--- src/hdl/dac_front_pkg.sv ---
// Purpose: shared constants for the serial dac input front end
// Assumes: 12-bit straight binary words, msb first
// Notes:   no software registers; all control is by pins
package dac_front_pkg;
    localparam int          CODE_W      = 12;
    localparam logic [11:0] CLEAR_CODE  = 12'h000;
    localparam logic [11:0] SHIFT_RESET = 12'h000;
    // idle pin levels after reset: link clock low, data and strobes high
    localparam logic [4:0]  PIN_IDLE    = 5'h0F;
    localparam int          MV_PER_CODE = 1;
    localparam int          SYNC_STAGES = 2;
endpackage : dac_front_pkg

--- src/hdl/pin_sync.sv ---
// Purpose: two-flop synchroniser for a group of pin inputs
// Assumes: inputs are asynchronous to clock_i
// Notes:   first stage is read only by the second stage
`timescale 1ns/10ps
`default_nettype none
module pin_sync #(
    parameter int WIDTH = 5
) (
    // clock and reset
    input  wire logic             clock_i,
    input  wire logic             srst_i,
    // pins in, synchronised levels out
    input  wire logic [WIDTH-1:0] pins_i,
    input  wire logic [WIDTH-1:0] reset_val_i,
    output logic      [WIDTH-1:0] levels_o
);
    typedef struct packed {
        logic [WIDTH-1:0] meta;
        logic [WIDTH-1:0] stable;
    } sync_state_t;

    sync_state_t state_reg;
    sync_state_t state_next;

    always_comb
    begin
        state_next.meta   = pins_i;
        state_next.stable = state_reg.meta;
    end

    // reset value arrives on a port but is loaded synchronously, never asynchronously
    always_ff @(posedge clock_i)
    begin
        if (srst_i)
        begin
            state_reg.meta   <= reset_val_i;
            state_reg.stable <= reset_val_i;
        end
        else
        begin
            state_reg <= state_next;
        end
    end

    assign levels_o = state_reg.stable;
endmodule : pin_sync
`default_nettype wire

--- src/hdl/serial_dac_input_latch.sv ---
// Purpose: digital front end of a serial-input voltage-output dac
// Assumes: pins are sampled by clock_i (10 MHz), link clock much slower
// Notes:   edges of the pins are found after two-flop synchronisation
// Contract
// - shift data on clock rise while selected
// - select rise with clock low also shifts
// - load low makes holding register transparent
// - shifting under low load updates output
// - clear low forces holding register to zero
// - clear gives zero code, 1mV per step
// - straight binary words, msb first
// - after clear, zero holds until load low
`timescale 1ns/10ps
`default_nettype none
module serial_dac_input_latch (
    // clock and reset
    input  wire logic        clock_i,
    input  wire logic        srst_i,
    // serial link pins from the host
    input  wire logic        serial_clock_i,
    input  wire logic        chip_select_n_i,
    input  wire logic        serial_data_in_i,
    input  wire logic        load_strobe_n_i,
    input  wire logic        clear_n_i,
    // converter side
    output logic      [11:0] analog_out_o,
    output logic      [11:0] shift_word_o
);
    typedef struct packed {
        logic        sclk_d;
        logic        cs_n_d;
        logic        ld_n_d;
        logic [11:0] shift_word;
        logic [11:0] hold_word;
    } front_state_t;

    front_state_t state_reg;
    front_state_t state_next;

    logic [4:0] pins_s;
    logic       sclk_s;
    logic       cs_n_s;
    logic       sdi_s;
    logic       ld_n_s;
    logic       clr_n_s;
    logic       advance;
    logic       ld_fall;

    // idle pin levels: clock low, data high, strobes deasserted
    pin_sync #(
        .WIDTH (5)
    ) u_sync (
        .clock_i     (clock_i),
        .srst_i      (srst_i),
        .pins_i      ({serial_clock_i, chip_select_n_i, serial_data_in_i,
                       load_strobe_n_i, clear_n_i}),
        .reset_val_i (dac_front_pkg::PIN_IDLE),
        .levels_o    (pins_s)
    );

    assign {sclk_s, cs_n_s, sdi_s, ld_n_s, clr_n_s} = pins_s;

    // either input may act as the clock: rise of one while the other is in its low state
    // a low load does not stop shifting; the open latch then shows every new bit
    assign advance = clr_n_s &&
                     ((!cs_n_s && sclk_s && !state_reg.sclk_d)
                      || (!sclk_s && cs_n_s && !state_reg.cs_n_d));
    assign ld_fall = state_reg.ld_n_d && !ld_n_s;

    always_comb
    begin
        state_next        = state_reg;
        state_next.sclk_d = sclk_s;
        state_next.cs_n_d = cs_n_s;
        state_next.ld_n_d = ld_n_s;
        if (advance)
        begin
            state_next.shift_word = {state_reg.shift_word[10:0], sdi_s};
        end
        // clear dominates; shift register untouched by clear
        if (!clr_n_s)
        begin
            state_next.hold_word = dac_front_pkg::CLEAR_CODE;
        end
        else if (!ld_n_s)
        begin
            // transparency tracks the word as it will stand after this edge
            state_next.hold_word = state_next.shift_word;
        end
    end

    always_ff @(posedge clock_i)
    begin
        if (srst_i)
        begin
            state_reg.sclk_d     <= 1'b0;
            state_reg.cs_n_d     <= 1'b1;
            state_reg.ld_n_d     <= 1'b1;
            state_reg.shift_word <= dac_front_pkg::SHIFT_RESET;
            state_reg.hold_word  <= dac_front_pkg::CLEAR_CODE;
        end
        else
        begin
            state_reg <= state_next;
        end
    end

    // output code is millivolts directly at one step per code
    assign analog_out_o = state_reg.hold_word;
    assign shift_word_o = state_reg.shift_word;
endmodule : serial_dac_input_latch
`default_nettype wire

--- config.mk ---
export PLATFORM = sky130hd
export DESIGN_NAME = serial_dac_input_latch
export DESIGN_NICKNAME = d
export VERILOG_FILES = /design/src/hdl/dac_front_pkg.sv /design/src/hdl/pin_sync.sv /design/src/hdl/serial_dac_input_latch.sv
export SDC_FILE = /design/constraint.sdc
export NUM_CORES = 1
export LEC_CHECK = 0
export ABC_AREA = 1
export BUFFER_PORTS_ARGS = -buffer_cell sky130_fd_sc_hd__buf_2
export CAP_MARGIN = 10
export CORE_AREA = 10 10 95 97
export DETAILED_ROUTE_END_ITERATION = 12
export DIE_AREA = 0 0 105 107
export PLACE_DENSITY = 0.52
export SLEW_MARGIN = 20
export SYNTH_ARGS = -nofsm -noshare
export SYNTH_HDL_FRONTEND = slang
export SYNTH_HIERARCHICAL = 1
export SYNTH_SLANG_ARGS = --single-unit
export TNS_END_PERCENT = 30
--- constraint.sdc ---
create_clock -name clock_i -period 1.45 [get_ports clock_i]
set_clock_uncertainty 0.15 [all_clocks]
set_input_delay 0.435 -clock clock_i [delete_from_list [all_inputs] [get_ports clock_i]]
set_output_delay 0.435 -clock clock_i [all_outputs]
set_load 0.1 [all_outputs]
==> qor.txt <==
Die Wd = 105 um
Slowest Stage Delay on Critical Path = 390 ps
Routed metal-1 wire length = 1.625 mm
Crit path capture type = output pin
Most common cell in the synthesized netlist = nand2_1
Port Buffers = 30
Sequential element share of the synthesized area = 44.41%
Global-route wire length before repair = 5.616 mm
Fin. Hold Viols = 0
# hold bufs at CTS = 0
Vias = 1208
HP Start = load_strobe_n_i
Layout area overhead = 37.16%
Reg2reg end = analog_out_o[8]
Place WS = 48.13 ps
Fmax = 0.6964 GHz
Most area-hungry cell type in the Yosys netlist = dfxtp_1
Worst Path Required = 870 ps
Critical path peak fanout = 3
Reg2Reg Depth = 6
GRT Util Overall = 6.241%
Max Cap Viol = 0
Synth Register Bits = 36
Crit path launch type = flip-flop
Die Footprint = 11240 um^2
Pins Over Slew Limit = 0
Met3 routed WL = 208 um
EDFF count, synth = 0
Routed wl met2 = 1.509 mm
Final WL = 3.382 mm
Routed Antenna Nets = 0
Highest metal used = met4
Syn Area/Cell = 7.840 um^2
Mapped cell area = 1623 um^2
GRT overflow = 0
Clock transition at the registers of the reported paths = 80 ps
Nets@finish = 226
Die Y-Extent = 107 um
Initial Utilization = 22.74%
Yosys top cell area share = 44.41%
I/O pin count = 31
Largest net degree at the start of global routing = 25
Initial drt markers = 39
Worst flop-to-flop path startpoint = u_sync/levels_o[4]
Pwr Density = 1021 nW/um^2
Maximum vdd drop = 369.0 uV
Clock period minus worst slack = 1436 ps
Synth area leaders = dfxtp_1 44%, buf_4 12%, nand2_1 12%
Layout Utilization = 31.19%
Leak Pwr = 1.010 nW
Main synth FF type = dfxtp_1
DRC Markers = 0
Top cells by instance count after synthesis = 52 x nand2_1, 36 x dfxtp_1, 26 x buf_4
Initial antenna violation count = 0
Worst skew pair latency = 280 ps
Root buffer cell = clkbuf_8
Critical setup path kind = flip-flop to output pin
Distinct cells, synth = 18
DP HPWL = 2.467 mm
Top Family by Delay on Critical Path = flip-flops
Yosys warning total = 6
Hold depth = 3
Crit path max-delay cell type = dfxtp_4
Post-synth ARST share = 0%
Fin crit share = 99.03%
Unrepaired setup endpoints after global routing = yes
Clock tree buffer depth = 2
Rows = 31
Outcome = complete, no violations
N_diodes = 0
WHS Endpoint = u_sync/state_next[1]
Number of detailed-route iterations in the first pass = 4
Core Area = 7137 um^2
CTS tree = done
CTS sink cnt = 36
CP Data Arrival Time = 850 ps
Vias in the first global route = 1153
Gpl congestion = 0.6830
Share of layout cells above drive strength 1 = 35.91%
Reg2reg setup slack = 110 ps
# setup viols final = 0
Hold WC Path Type = input pin to flip-flop
Synth Instances = 207
DR vias/cell = 3.787
H-tree Lvls = 2
TritonCTS Buffers = 5
Critical path buffer and inverter count = 1
Setup ws final = 14.03 ps
Cells along the critical path = buf_12
WL per Instance = 10.60 um
-- power breakdown --
| part | switching, mW | leakage, nW | internal, mW | total (mW) |
|---|---|---|---|---|
| clock network | 0.354 | 0.0552 | 0.510 | 0.864 |
| logic | 0.243 | 0.645 | 0.123 | 0.366 |
| registers | 0.0291 | 0.310 | 1.01 | 1.04 |
| total | 0.626 | 1.01 | 1.65 | 2.27 |
-- placed cells by master (no fill, tap or decap) --
cell	n
nand2_2	1
dfxtp_2	13
a21oi_2	1
clkbuf_1	1
o21ai_1	1
buf_2	6
dfxtp_1	12
inv_2	1
conb_1	5
clkinv_2	1
dfxtp_4	11
inv_1	18
nand3_4	2
a21oi_1	11
clkbuf_8	5
nand3_2	9
buf_12	25
buf_4	2
nor2_1	25
bufinv_16	1
nand3_1	16
nand2_4	1
nand2_1	52
-- tightest hold or removal path: stages --
cell,delay (ps)
buf_2,80
nand2_1,40
nand2_1,40
-- layout make-up --
type / count / area [um^2]
Sequential cell: 36 / 778.2
Multi-Input combinational cell: 124 / 599.3
Timing Repair Buffer: 33 / 545.5
Clock inverter: 2 / 35.03
Inverter: 19 / 71.32
Fill cell: 762 / 4911
Clock buffer: 6 / 72.57
Tap cell: 99 / 123.9
-- per-stage QoR --
step / power (mW) / TNS [ps] / std cells / instance area, um^2 / hold slack (ps)
2_1_floorplan: 1.367 / 0 / 210 / 1634 / 246.0
3_3_place_gp: 1.442 / 0 / 311 / 2048 / 252.2
3_5_place_dp: 1.446 / 0 / 311 / 2048 / 262.2
4_1_cts: 2.315 / 0 / 319 / 2192 / 179.0
5_1_grt: 2.383 / -26.07 / 319 / 2226 / 183.1
6_report: 2.273 / 0 / 319 / 2226 / 187.3
-- kinds of logic after synthesis --
kind of cell | after synthesis | share of synthesized area, %
flip-flops | 36 | 44.41
AO/OA/AOI/OAI | 13 | 4.240
AND/OR/NAND/NOR | 106 | 30.76
buffers and inverters | 50 | 20.12
other | 2 | 0.4628
-- timing repair --
action,in CTS,in global routing
hold endpoints to repair,0,0
setup endpoints to repair,23,20
setup buffers,0,0
gates resized for setup,26,11
-- worst max-delay path by stage --
stage / slack [ps] / start / cells past startpoint / endpoint
global route: -20 / shift_word_o[9] / 1 / shift_word_o[9]
finish: 10 / shift_word_o[10] / 1 / shift_word_o[10]
CTS: 0.08 / shift_word_o[9] / 1 / shift_word_o[9]
floorplan: 190 / shift_word_o[9] / 1 / shift_word_o[9]
global placement: 70 / srst_i / 6 / analog_out_o[0]
detailed placement: 50 / srst_i / 6 / analog_out_o[9]
-- routing by layer --
metal / global-route usage (%) / up-vias
li1: - / 635
met1: 7.617 / 540
met2: 9.258 / 28
met3: 3.054 / 5
met4: 2.353 / 0
met5: 0 / -
Note: power is estimated with default switching activity, not from simulation.
